$ cat config.mk
export PLATFORM = sky130hd
export DESIGN_NAME = rtcp_host_port
export DESIGN_NICKNAME = d
export VERILOG_FILES = /design/src/rtcp_pkg.sv /design/src/rtcp_host_port.sv
export SDC_FILE = /design/constraint.sdc
export NUM_CORES = 2
export LEC_CHECK = 0
export BUFFER_PORTS_ARGS = -buffer_cell sky130_fd_sc_hd__buf_2
export CORE_ASPECT_RATIO = 0.5
export CORE_MARGIN = 3
export CORE_UTILIZATION = 35
export DETAILED_ROUTE_END_ITERATION = 7
export PLACE_DENSITY_LB_ADDON = 0.15
export SLEW_MARGIN = 10
export SYNTH_ARGS = -nofsm -noshare
export SYNTH_HDL_FRONTEND = slang
export SYNTH_SLANG_ARGS = --single-unit
$ cat constraint.sdc
create_clock -name mclk -period 9.27 [get_ports mclk]
set_clock_uncertainty 0.2 [all_clocks]
set_input_delay 0.4635 -clock mclk [delete_from_list [all_inputs] [get_ports mclk]]
set_output_delay 0.4635 -clock mclk [all_outputs]
set_load 0.05 [all_outputs]
$ cat src/rtcp_pkg.sv
// Purpose: Shared constants for the real-time clock host port and data space.
// Assumes: One clock, mclk at 100 MHz.
// Notes: Locations are byte addresses on the multiplexed bus.
`default_nettype none
package rtcp_pkg;
	localparam logic [7:0] LOC_STATUS0 = 8'h00;
	localparam logic [7:0] LOC_STATUS1 = 8'h01;
	localparam logic [7:0] LOC_STATUS2 = 8'h02;
	localparam logic [7:0] LOC_TRIM = 8'h10;
	localparam logic [7:0] LOC_CLOCK_FIRST = 8'h20;
	localparam logic [7:0] LOC_CLOCK_LAST = 8'h28;
	localparam logic [7:0] LOC_ALARM_FIRST = 8'h30;
	localparam logic [7:0] LOC_ALARM_LAST = 8'h34;
	localparam logic [7:0] LOC_TIMER_FIRST = 8'h40;
	localparam logic [7:0] LOC_TIMER_LAST = 8'h43;
	localparam logic [7:0] CMD_BOTH_XFER = 8'hF0;
	localparam logic [7:0] CMD_CLOCK_XFER = 8'hF1;
	localparam logic [7:0] CMD_TIMER_XFER = 8'hF2;
	localparam int INIT_BIT = 4;
	localparam int TUNE_BIT = 0;
	localparam logic [7:0] STATUS_AFTER_INIT = 8'h01;
	localparam int CLOCK_WORDS = 9;
	localparam int TIMER_WORDS = 4;
	localparam int ALARM_WORDS = 5;
endpackage : rtcp_pkg
`default_nettype wire

$ cat src/rtcp_host_port.sv
// Purpose: Host port and user data space of a low-power real-time clock.
// Assumes: Pins are synchronised into mclk by three flip-flops each.
// Notes: Live time and timer values arrive from and leave to the keeping logic as flat buses.
//
// Overview of operation
// RULE_01: Power fail low puts the device into standby.
// RULE_02: In standby inputs are ignored and all bus lines released.
// RULE_03: Host keeps all inputs at defined levels when power fail releases.
// RULE_04: Power fail may be driven from the system reset.
// RULE_05: Unmasked alarm pulls interrupt line low even in standby.
// RULE_06: Registers have no guaranteed reset value.
// RULE_07: Software initialises by writing one then zero to status 2 bit 4.
// RULE_08: Completing that sequence sets tuning bit and clears other status bits.
// RULE_09: Software loads clock staging then issues clock transfer and a write.
// RULE_10: Without tuning, software writes D2 into the trimming register.
// RULE_11: Tuning bit is cleared only after trimming has been written.
// RULE_12: Live clock and timer area is not directly addressable.
// RULE_13: Every data space location is readable and writable.
// RULE_14: Three status registers and one trimming register exist.
// RULE_15: Nine clock locations snapshot on read transfer and supply on write.
// RULE_16: Five directly written alarm locations exist.
// RULE_17: Four timer locations snapshot on read transfer and supply on write.
// RULE_18: Host settles address/data select before chip select and strobe.
// RULE_19: Two bus styles: separate strobes, or data strobe plus direction.
// RULE_20: Eight shared lines carry address and data in turn.
// RULE_21: Select low means address byte, high means data byte.
// RULE_22: Data accesses go to the last written address.
// RULE_23: Write after transfer command stores staging; read loads staging.
// RULE_24: Bus lines driven only while chip select and read are active.
// RULE_25: Write data captured when write strobe or chip select ends first.
//
// Design decisions made here: the address-and-strobe port and the register addresses.
`default_nettype none
module rtcp_host_port #(
	parameter int CLOCK_WORDS = rtcp_pkg::CLOCK_WORDS,
	parameter int TIMER_WORDS = rtcp_pkg::TIMER_WORDS
) (
	// Clock and reset.
	input wire logic mclk,
	input wire logic rstn,
	// Power fail and bus style pins.
	input wire logic power_fail_n,
	input wire logic bus_style_ds,
	// Multiplexed host bus pins.
	input wire logic cs_n,
	input wire logic rd_n,
	input wire logic wr_n,
	input wire logic addr_data_sel,
	input wire logic [7:0] muxed_bus_lines_in,
	output logic [7:0] muxed_bus_lines_out,
	output logic muxed_bus_lines_oe,
	// Interrupt request, open drain.
	input wire logic alarm_event,
	input wire logic alarm_mask,
	output logic irq_n_oe,
	// Live keeping area.
	input wire logic [8*CLOCK_WORDS-1:0] live_clock,
	input wire logic [8*TIMER_WORDS-1:0] live_timer,
	output logic [8*CLOCK_WORDS-1:0] load_clock,
	output logic load_clock_stb,
	output logic [8*TIMER_WORDS-1:0] load_timer,
	output logic load_timer_stb,
	// Register contents for the keeping logic.
	output logic [7:0] status0,
	output logic [7:0] status1,
	output logic [7:0] status2,
	output logic [7:0] trim
);
	localparam int NSYNC = 14;
	logic [NSYNC-1:0] raw;
	logic [NSYNC-1:0] pin_q;
	logic [7:0] mem [0:255]; // RULE_06
	logic [7:0] addr_latch, next_addr_latch;
	logic init_armed, next_init_armed;
	logic rd_act, wr_act, prev_rd, prev_wr;
	logic next_prev_rd, next_prev_wr;
	logic standby;
	logic [7:0] rd_data;

	assign raw = {power_fail_n, bus_style_ds, cs_n, rd_n, wr_n, addr_data_sel,
		muxed_bus_lines_in};

	// Three-stage synchronisers; a bit changes once stages two and three agree.
	// Every stage resets high, the idle level of the strobes and of power fail,
	// so that no false strobe edge follows the release of reset.
	genvar g;
	generate
		for (g = 0; g < NSYNC; g++) begin : g_sync
			logic st1, st2, st3, held;
			logic next_held;
			always_comb begin
				next_held = (st2 == st3) ? st3 : held;
			end
			always_ff @(posedge mclk or negedge rstn) begin
				if (!rstn) begin
					st1 <= 1'b1;
					st2 <= 1'b1;
					st3 <= 1'b1;
					held <= 1'b1;
				end else begin
					st1 <= raw[g];
					st2 <= st1;
					st3 <= st2;
					held <= next_held;
				end
			end
			assign pin_q[g] = held;
		end
	endgenerate

	logic pf_q, style_q, cs_q, rd_q, wr_q, sel_q;
	logic [7:0] bus_q;
	assign pf_q = pin_q[13];
	assign style_q = pin_q[12];
	assign cs_q = pin_q[11];
	assign rd_q = pin_q[10];
	assign wr_q = pin_q[9];
	assign sel_q = pin_q[8];
	assign bus_q = pin_q[7:0];

	assign standby = !pf_q; // RULE_01
	// Style select: separate strobes, or data strobe with read/write direction.
	always_comb begin
		if (style_q) begin
			rd_act = !cs_q && !rd_q && wr_q; // RULE_19
			wr_act = !cs_q && !rd_q && !wr_q; // RULE_19
		end else begin
			rd_act = !cs_q && !rd_q; // RULE_19
			wr_act = !cs_q && !wr_q; // RULE_19
		end
	end

	function automatic logic in_space(input logic [7:0] a);
		in_space = (a <= rtcp_pkg::LOC_STATUS2) || (a == rtcp_pkg::LOC_TRIM)
			|| (a >= rtcp_pkg::LOC_CLOCK_FIRST && a <= rtcp_pkg::LOC_CLOCK_LAST)
			|| (a >= rtcp_pkg::LOC_ALARM_FIRST && a <= rtcp_pkg::LOC_ALARM_LAST) // RULE_16
			|| (a >= rtcp_pkg::LOC_TIMER_FIRST && a <= rtcp_pkg::LOC_TIMER_LAST);
	endfunction : in_space

	// Strobe edges after synchronisation; standby masks both of them.
	logic wr_end, rd_start;
	assign wr_end = prev_wr && !wr_act && !standby; // RULE_25
	assign rd_start = rd_act && !prev_rd && !standby;

	// A transfer command matches its own area, and the combined command both.
	function automatic logic is_cmd(input logic [7:0] a, input logic [7:0] c);
		is_cmd = (a == c) || (a == rtcp_pkg::CMD_BOTH_XFER);
	endfunction : is_cmd

	// Decode of the access that has just ended or begun.
	logic clk_cmd, tmr_cmd;
	logic addr_wr, data_wr, status2_wr, init_done, clk_fetch, tmr_fetch;
	always_comb begin
		clk_cmd = is_cmd(addr_latch, rtcp_pkg::CMD_CLOCK_XFER);
		tmr_cmd = is_cmd(addr_latch, rtcp_pkg::CMD_TIMER_XFER);
		addr_wr = wr_end && !sel_q; // RULE_21
		data_wr = wr_end && sel_q;
		status2_wr = data_wr && addr_latch == rtcp_pkg::LOC_STATUS2;
		init_done = status2_wr && init_armed && !bus_q[rtcp_pkg::INIT_BIT]; // RULE_08
		clk_fetch = rd_start && sel_q && clk_cmd; // RULE_15
		tmr_fetch = rd_start && sel_q && tmr_cmd; // RULE_17
	end

	// Address latch, initialisation arming and strobe history.
	always_comb begin
		next_addr_latch = addr_latch;
		next_init_armed = init_armed;
		next_prev_rd = rd_act && !standby;
		next_prev_wr = wr_act && !standby; // RULE_02
		if (addr_wr) begin
			next_addr_latch = bus_q; // RULE_21
		end
		if (status2_wr) begin
			next_init_armed = bus_q[rtcp_pkg::INIT_BIT]; // RULE_08
		end
	end

	always_ff @(posedge mclk or negedge rstn) begin
		if (!rstn) begin
			addr_latch <= 8'h00;
			init_armed <= 1'b0;
			prev_rd <= 1'b0;
			prev_wr <= 1'b0;
		end else begin
			addr_latch <= next_addr_latch; // RULE_22
			init_armed <= next_init_armed;
			prev_rd <= next_prev_rd;
			prev_wr <= next_prev_wr;
		end
	end

	// The data space has no reset: software must initialise it before use.
	always_ff @(posedge mclk) begin
		if (data_wr && in_space(addr_latch)) begin
			mem[addr_latch] <= bus_q; // RULE_13
		end
		if (init_done) begin
			mem[rtcp_pkg::LOC_STATUS0] <= rtcp_pkg::STATUS_AFTER_INIT; // RULE_08
			mem[rtcp_pkg::LOC_STATUS1] <= 8'h00; // RULE_08
			mem[rtcp_pkg::LOC_STATUS2] <= 8'h00; // RULE_08
		end
		for (int i = 0; i < CLOCK_WORDS; i++) begin
			if (clk_fetch) begin
				mem[8'(rtcp_pkg::LOC_CLOCK_FIRST + i)] <= live_clock[8*i +: 8]; // RULE_15
			end
		end
		for (int i = 0; i < TIMER_WORDS; i++) begin
			if (tmr_fetch) begin
				mem[8'(rtcp_pkg::LOC_TIMER_FIRST + i)] <= live_timer[8*i +: 8]; // RULE_17
			end
		end
	end

	always_comb begin
		if (!sel_q) begin
			rd_data = addr_latch;
		end else if (in_space(addr_latch)) begin
			rd_data = mem[addr_latch]; // RULE_12
		end else begin
			rd_data = 8'h00;
		end
	end

	logic [8*CLOCK_WORDS-1:0] next_load_clock;
	logic [8*TIMER_WORDS-1:0] next_load_timer;
	always_comb begin
		for (int i = 0; i < CLOCK_WORDS; i++) begin
			next_load_clock[8*i +: 8] = mem[8'(rtcp_pkg::LOC_CLOCK_FIRST + i)];
		end
		for (int i = 0; i < TIMER_WORDS; i++) begin
			next_load_timer[8*i +: 8] = mem[8'(rtcp_pkg::LOC_TIMER_FIRST + i)];
		end
	end

	// Next values of the registered outputs.
	logic [7:0] next_bus_out, next_status0, next_status1, next_status2, next_trim;
	logic next_bus_oe, next_irq_oe, next_clock_stb, next_timer_stb;
	always_comb begin
		next_bus_out = rd_data; // RULE_20
		next_bus_oe = rd_act && !standby; // RULE_24
		next_irq_oe = alarm_event && !alarm_mask; // RULE_05
		next_clock_stb = data_wr && clk_cmd; // RULE_23
		next_timer_stb = data_wr && tmr_cmd; // RULE_23
		next_status0 = mem[rtcp_pkg::LOC_STATUS0];
		next_status1 = mem[rtcp_pkg::LOC_STATUS1];
		next_status2 = mem[rtcp_pkg::LOC_STATUS2];
		next_trim = mem[rtcp_pkg::LOC_TRIM]; // RULE_14
	end

	// Bus drive and the interrupt pull-down; the alarm works in standby too.
	always_ff @(posedge mclk or negedge rstn) begin
		if (!rstn) begin
			muxed_bus_lines_out <= 8'h00;
			muxed_bus_lines_oe <= 1'b0;
			irq_n_oe <= 1'b0;
		end else begin
			muxed_bus_lines_out <= next_bus_out;
			muxed_bus_lines_oe <= next_bus_oe;
			irq_n_oe <= next_irq_oe;
		end
	end

	// Staging contents and the one-cycle load strobes for the keeping logic.
	always_ff @(posedge mclk or negedge rstn) begin
		if (!rstn) begin
			load_clock <= '0;
			load_timer <= '0;
			load_clock_stb <= 1'b0;
			load_timer_stb <= 1'b0;
		end else begin
			load_clock <= next_load_clock;
			load_timer <= next_load_timer;
			load_clock_stb <= next_clock_stb;
			load_timer_stb <= next_timer_stb;
		end
	end

	// Register copies for the keeping logic.
	always_ff @(posedge mclk or negedge rstn) begin
		if (!rstn) begin
			status0 <= 8'h00;
			status1 <= 8'h00;
			status2 <= 8'h00;
			trim <= 8'h00;
		end else begin
			status0 <= next_status0;
			status1 <= next_status1;
			status2 <= next_status2;
			trim <= next_trim;
		end
	end
endmodule : rtcp_host_port
`default_nettype wire

==> flow_summary.html <==
<table>
<tr><th>Metric</th><th>Value</th></tr>
<tr><th colspan="2">Floorplan</th></tr>
<tr><td>DIE WIDTH</td><td>509.9 µm</td></tr>
<tr><td>Placeable Area</td><td>0.1246 mm²</td></tr>
<tr><td>Starting Density</td><td>0.3567</td></tr>
<tr><td>Number of core rows</td><td>91</td></tr>
<tr><td>Die area</td><td>0.1315 mm²</td></tr>
<tr><td>Die height</td><td>257.9 µm</td></tr>
<tr><td>Number of ports placed on the die boundary</td><td>270</td></tr>
<tr><th colspan="2">Worst hold path</th></tr>
<tr><td>Min-Delay Path Class</td><td>reg -&gt; reg</td></tr>
<tr><td>Startpoint of the worst hold path</td><td>g_sync[0].st1$_DFF_PN1_</td></tr>
<tr><td>Number of instances on the worst hold path</td><td>0</td></tr>
<tr><td>Hold EP</td><td>g_sync[0].st2$_DFF_PN1_</td></tr>
<tr><th colspan="2">Timing</th></tr>
<tr><td>Setup Viol. Count Final</td><td>0</td></tr>
<tr><td>Final total negative setup slack</td><td>0 ps</td></tr>
<tr><td>Rel. slew slack</td><td>0.1584</td></tr>
<tr><td>Number of slew-limit violations in the final report</td><td>0</td></tr>
<tr><td>Final hold viol count</td><td>0</td></tr>
<tr><td>Peak Freq</td><td>198.5 MHz</td></tr>
<tr><td>Setup repair after global routing missed its margin</td><td>false</td></tr>
<tr><td>Worst-Margin Slew</td><td>1258 ps</td></tr>
<tr><td>Final worst path period need</td><td>5038 ps</td></tr>
<tr><td>Final Cycle Share</td><td>0.5435</td></tr>
<tr><th colspan="2">Pwr</th></tr>
<tr><td>P per Cell Area</td><td>252.4 mW/mm²</td></tr>
<tr><td>Leak</td><td>20.88 nW</td></tr>
<tr><td>VDD IR max</td><td>0.2056 mV</td></tr>
<tr><td>Power after layout</td><td>13.99 mW</td></tr>
<tr><th colspan="2">Logic synthesis</th></tr>
<tr><td>Netlist area before placement</td><td>0.04443 mm²</td></tr>
<tr><td>Most used standard cell by instance count after synthesis</td><td>edfxtp_1</td></tr>
<tr><td>Cell count after synthesis</td><td>2174</td></tr>
<tr><td>Number of flops mapped to enable cells by yosys</td><td>968</td></tr>
<tr><td>Post-Synthesis Mean Instance Area</td><td>20.44 µm²</td></tr>
<tr><td>Largest cells by area after synthesis</td><td>edfxtp_1, mux4_2, dfrtp_1</td></tr>
<tr><td>Post-synthesis share of cell area spent on xor and xnor gates</td><td>0</td></tr>
<tr><td>Most used standard cells in the synthesized netlist</td><td>edfxtp_1, nand2_1, mux4_2, dfrtp_1, dfstp_2</td></tr>
<tr><td>Dominant synthesized flop cell</td><td>edfxtp_1</td></tr>
<tr><td>Multiplexer share of the synthesized area</td><td>0.1384</td></tr>
<tr><td>Largest area contributor in the netlist</td><td>edfxtp_1</td></tr>
<tr><td>Async set-or-reset flop fraction in the synthesized netlist</td><td>0.1810</td></tr>
<tr><td>Total of flip-flops plus latches after synthesis</td><td>1182</td></tr>
<tr><td>Sequential area share after synthesis</td><td>0.7764</td></tr>
<tr><td>Post-Synth Simple-Gate Area</td><td>0.04168</td></tr>
<tr><td>Area share of fa/ha/maj cells after synthesis</td><td>0.003154</td></tr>
<tr><td>Fraction of post-synthesis cell area in the top cell type by area</td><td>0.6543</td></tr>
<tr><td>Compound-cell area share of the yosys netlist</td><td>0.02332</td></tr>
<tr><td>Dominant combinational cell family by area after synthesis</td><td>multiplexers</td></tr>
<tr><td>Count of cell types in the netlist</td><td>70</td></tr>
<tr><td>Warning count from the yosys run</td><td>0</td></tr>
<tr><th colspan="2">Worst setup path</th></tr>
<tr><td>Worst flop-to-flop path startpoint</td><td>addr_latch[0]$_DFFE_PN0P_</td></tr>
<tr><td>Sort of element at the start of the critical path</td><td>flip-flop</td></tr>
<tr><td>Classification of the worst setup path</td><td>reg -&gt; reg</td></tr>
<tr><td>Crit-path max FO</td><td>100</td></tr>
<tr><td>Worst R2R Setup Slack</td><td>4230 ps</td></tr>
<tr><td>Data arrival time of the critical path</td><td>5400 ps</td></tr>
<tr><td>Crit path launch</td><td>addr_latch[0]$_DFFE_PN0P_</td></tr>
<tr><td>Reg2Reg Capture Point</td><td>muxed_bus_lines_out[0]$_DFF_PN0_</td></tr>
<tr><td>Required time of the critical path</td><td>9630 ps</td></tr>
<tr><td>Kind of end point of the critical path</td><td>flip-flop</td></tr>
<tr><td>Worst reg-to-reg path cell count</td><td>8</td></tr>
<tr><th colspan="2">Clock network</th></tr>
<tr><td>Clk buf depth</td><td>3</td></tr>
<tr><td>Number of buffers inserted during clock tree synthesis</td><td>109</td></tr>
<tr><td>Post-cts sizing count</td><td>0</td></tr>
<tr><td>Later-pin clock latency in the skew report</td><td>720 ps</td></tr>
<tr><td>Level count of the clock H-tree</td><td>3</td></tr>
<tr><td>Post CTS Setup Buffer Count</td><td>0</td></tr>
<tr><td>Library cell used as clock root buffer</td><td>clkbuf_16</td></tr>
<tr><td>Clock transition at path regs</td><td>70 ps</td></tr>
<tr><td>Clock tree from TritonCTS</td><td>yes</td></tr>
<tr><td>CTS sink cnt</td><td>1182</td></tr>
<tr><th colspan="2">Routing</th></tr>
<tr><td>Number of routed nets with antenna violations</td><td>0</td></tr>
<tr><td>Number of optimization iterations in the first detailed-route pass</td><td>8</td></tr>
<tr><td>Routed WL</td><td>105600 µm</td></tr>
<tr><td>Average wire per standard cell</td><td>20.43 µm</td></tr>
<tr><td>Remaining routing DRC violations</td><td>0</td></tr>
<tr><td>Wire length on met2</td><td>50990 µm</td></tr>
<tr><td>Via total after detailed routing</td><td>23220</td></tr>
<tr><td>Total length of routed met3 wires</td><td>6409 µm</td></tr>
<tr><td>Via density per instance</td><td>4.495</td></tr>
<tr><td>Violation count after the first detailed-route iteration</td><td>1944</td></tr>
<tr><td>Sum of routed wire segments on met1</td><td>45360 µm</td></tr>
<tr><td>Top routing layer in use</td><td>met5</td></tr>
<tr><th colspan="2">Place</th></tr>
<tr><td>HPWL after detailed placement</td><td>67660 µm</td></tr>
<tr><td>Number of I/O port buffers</td><td>269</td></tr>
<tr><td>Placer Congestion</td><td>0.7916</td></tr>
<tr><th colspan="2">GRT</th></tr>
<tr><td>Congestion Overflow GR</td><td>0</td></tr>
<tr><td>Global router's overall resource usage</td><td>0.1628</td></tr>
<tr><td>Number of global-route vias before repair</td><td>24470</td></tr>
<tr><td>Wire length of the first global-routing pass</td><td>157300 µm</td></tr>
<tr><td>Largest net degree at the start of global routing</td><td>120</td></tr>
<tr><td>Number of antenna violations at the first check in global routing</td><td>4</td></tr>
<tr><th colspan="2">Run</th></tr>
<tr><td>Max Cap Viol</td><td>0</td></tr>
<tr><th colspan="2">Final layout</th></tr>
<tr><td>Storage cell area</td><td>0.03453 mm²</td></tr>
<tr><td>Layout net count</td><td>3519</td></tr>
<tr><td>Multi-input gate area</td><td>0.01221 mm²</td></tr>
<tr><td>Proportion of layout cells with a drive suffix above 1</td><td>0.2340</td></tr>
<tr><td>Area delta synth-&gt;final</td><td>24.71%</td></tr>
<tr><td>Number of filler instances in the final layout</td><td>11170</td></tr>
<tr><th colspan="2">Status</th></tr>
<tr><td>Result of the run</td><td>completed</td></tr>
</table>
[critical path, cell delays in order, from the launching register on]
cell	delay [ps]
dfrtp_4	790
buf_12	590
buf_4	830
buf_4	640
mux4_2	590
mux4_2	480
a22o_1	270
nor3_1	150
o22ai_1	110
[area by class of cell]
cell class,count,share of cell area
flip-flops and latches,1182,0.6231
repair buffers,432,0.05248
well taps,1674,0.03780
clock inverters,50,0.007746
diodes,1,0.00004517
clock buffers,155,0.05765
multi-input cells,1661,0.2204
inverters,11,0.0007678
[layer usage]
metal	GRT usage	vias up
li1	-	10380
met1	0.2198	12170
met2	0.2637	499
met3	0.03790	173
met4	0.04593	2
met5	0.008772	-
[registers in the layout (all words and copies together) (netlist names)]
name	flops
init_armed	1
g_sync.held	13
muxed_bus_lines_out	8
trim	8
cs_q	1
load_timer	32
load_clock	72
status0	8
load_clock_stb	1
addr_latch	8
prev_wr	1
mem	968
load_timer_stb	1
status2	8
g_sync.st3	14
irq_n_oe	1
g_sync.st2	14
prev_rd	1
status1	8
g_sync.st1	14
[report_power, final]
| part | switching, mW | internal, mW | leakage, nW |
|---|---|---|---|
| Clock | 1.97 | 2.57 | 1.79 |
| Combinational | 1.78 | 1.27 | 7.28 |
| Sequential | 0.198 | 6.20 | 11.8 |
| Total | 3.94 | 10.0 | 20.9 |
[per-stage QoR]
step	utilization	hold WS [ps]	std cells	instance area [µm²]	setup slack, ps
after floorplan	-	-32.09	2965	47400	5898
after global placement	0.4060	145.5	4839	50570	4066
after detailed placement	0.4060	146.8	4839	50570	4049
after CTS	0.4448	145.7	5165	55400	3981
after global routing	0.4448	158.3	5165	55400	3771
final	0.4448	154.8	5166	55410	4232
[timing repair]
item / 4_1_cts / 5_1_grt
hold buffers: 121 / 0
hold endpoints to repair: 180 / 0
endpoints found under the setup margin: 0 / 0
[kinds of logic (layout without fill, tap and decap cells)]
kind of cell / Yosys count / in the layout
AOI/OAI and AO/OA: 141 / 141
adders and majority gates: 14 / 14
buffers and inverters: 122 / 648
DFF: 1182 / 1182
muxes: 297 / 297
other: 1 / 793
and+or+nand+nor: 417 / 417
[cells in the final DEF, fill, tap and decap left out, types with 8 or more instances in the layout]
master / count
mux2i_1: 25
nand4_1: 11
nand2_1: 270
a22o_1: 12
clkinv_2: 24
nand3_1: 14
o21ai_0: 12
maj3_1: 14
dfstp_2: 50
buf_2: 268
a22oi_1: 20
clkbuf_1: 29
buf_4: 40
mux2_2: 24
mux4_2: 236
o22ai_1: 11
nor3_1: 14
conb_1: 792
edfxtp_1: 968
dlygate4sd3_1: 121
clkinv_1: 15
nor2_1: 28
dfrtp_1: 154
nor2b_1: 24
mux4_1: 12
nand2b_1: 14
a221oi_1: 10
inv_1: 8
clkbuf_16: 120
a21oi_1: 22
[worst max-delay path by stage]
| stage | end | cells after the start | slack, ps |
|---|---|---|---|
| finish | muxed_bus_lines_out[0]$_DFF_PN0_ | 8 | 4230 |
| global placement | muxed_bus_lines_out[0]$_DFF_PN0_ | 9 | 4070 |
| CTS | muxed_bus_lines_out[0]$_DFF_PN0_ | 8 | 3980 |
| floorplan | mem[0][0]$_DFFE_PP_ | 9 | 5900 |
| global route | muxed_bus_lines_out[0]$_DFF_PN0_ | 9 | 3770 |
| detailed placement | muxed_bus_lines_out[0]$_DFF_PN0_ | 8 | 4050 |
Note: power is estimated with default switching activity, not from simulation.
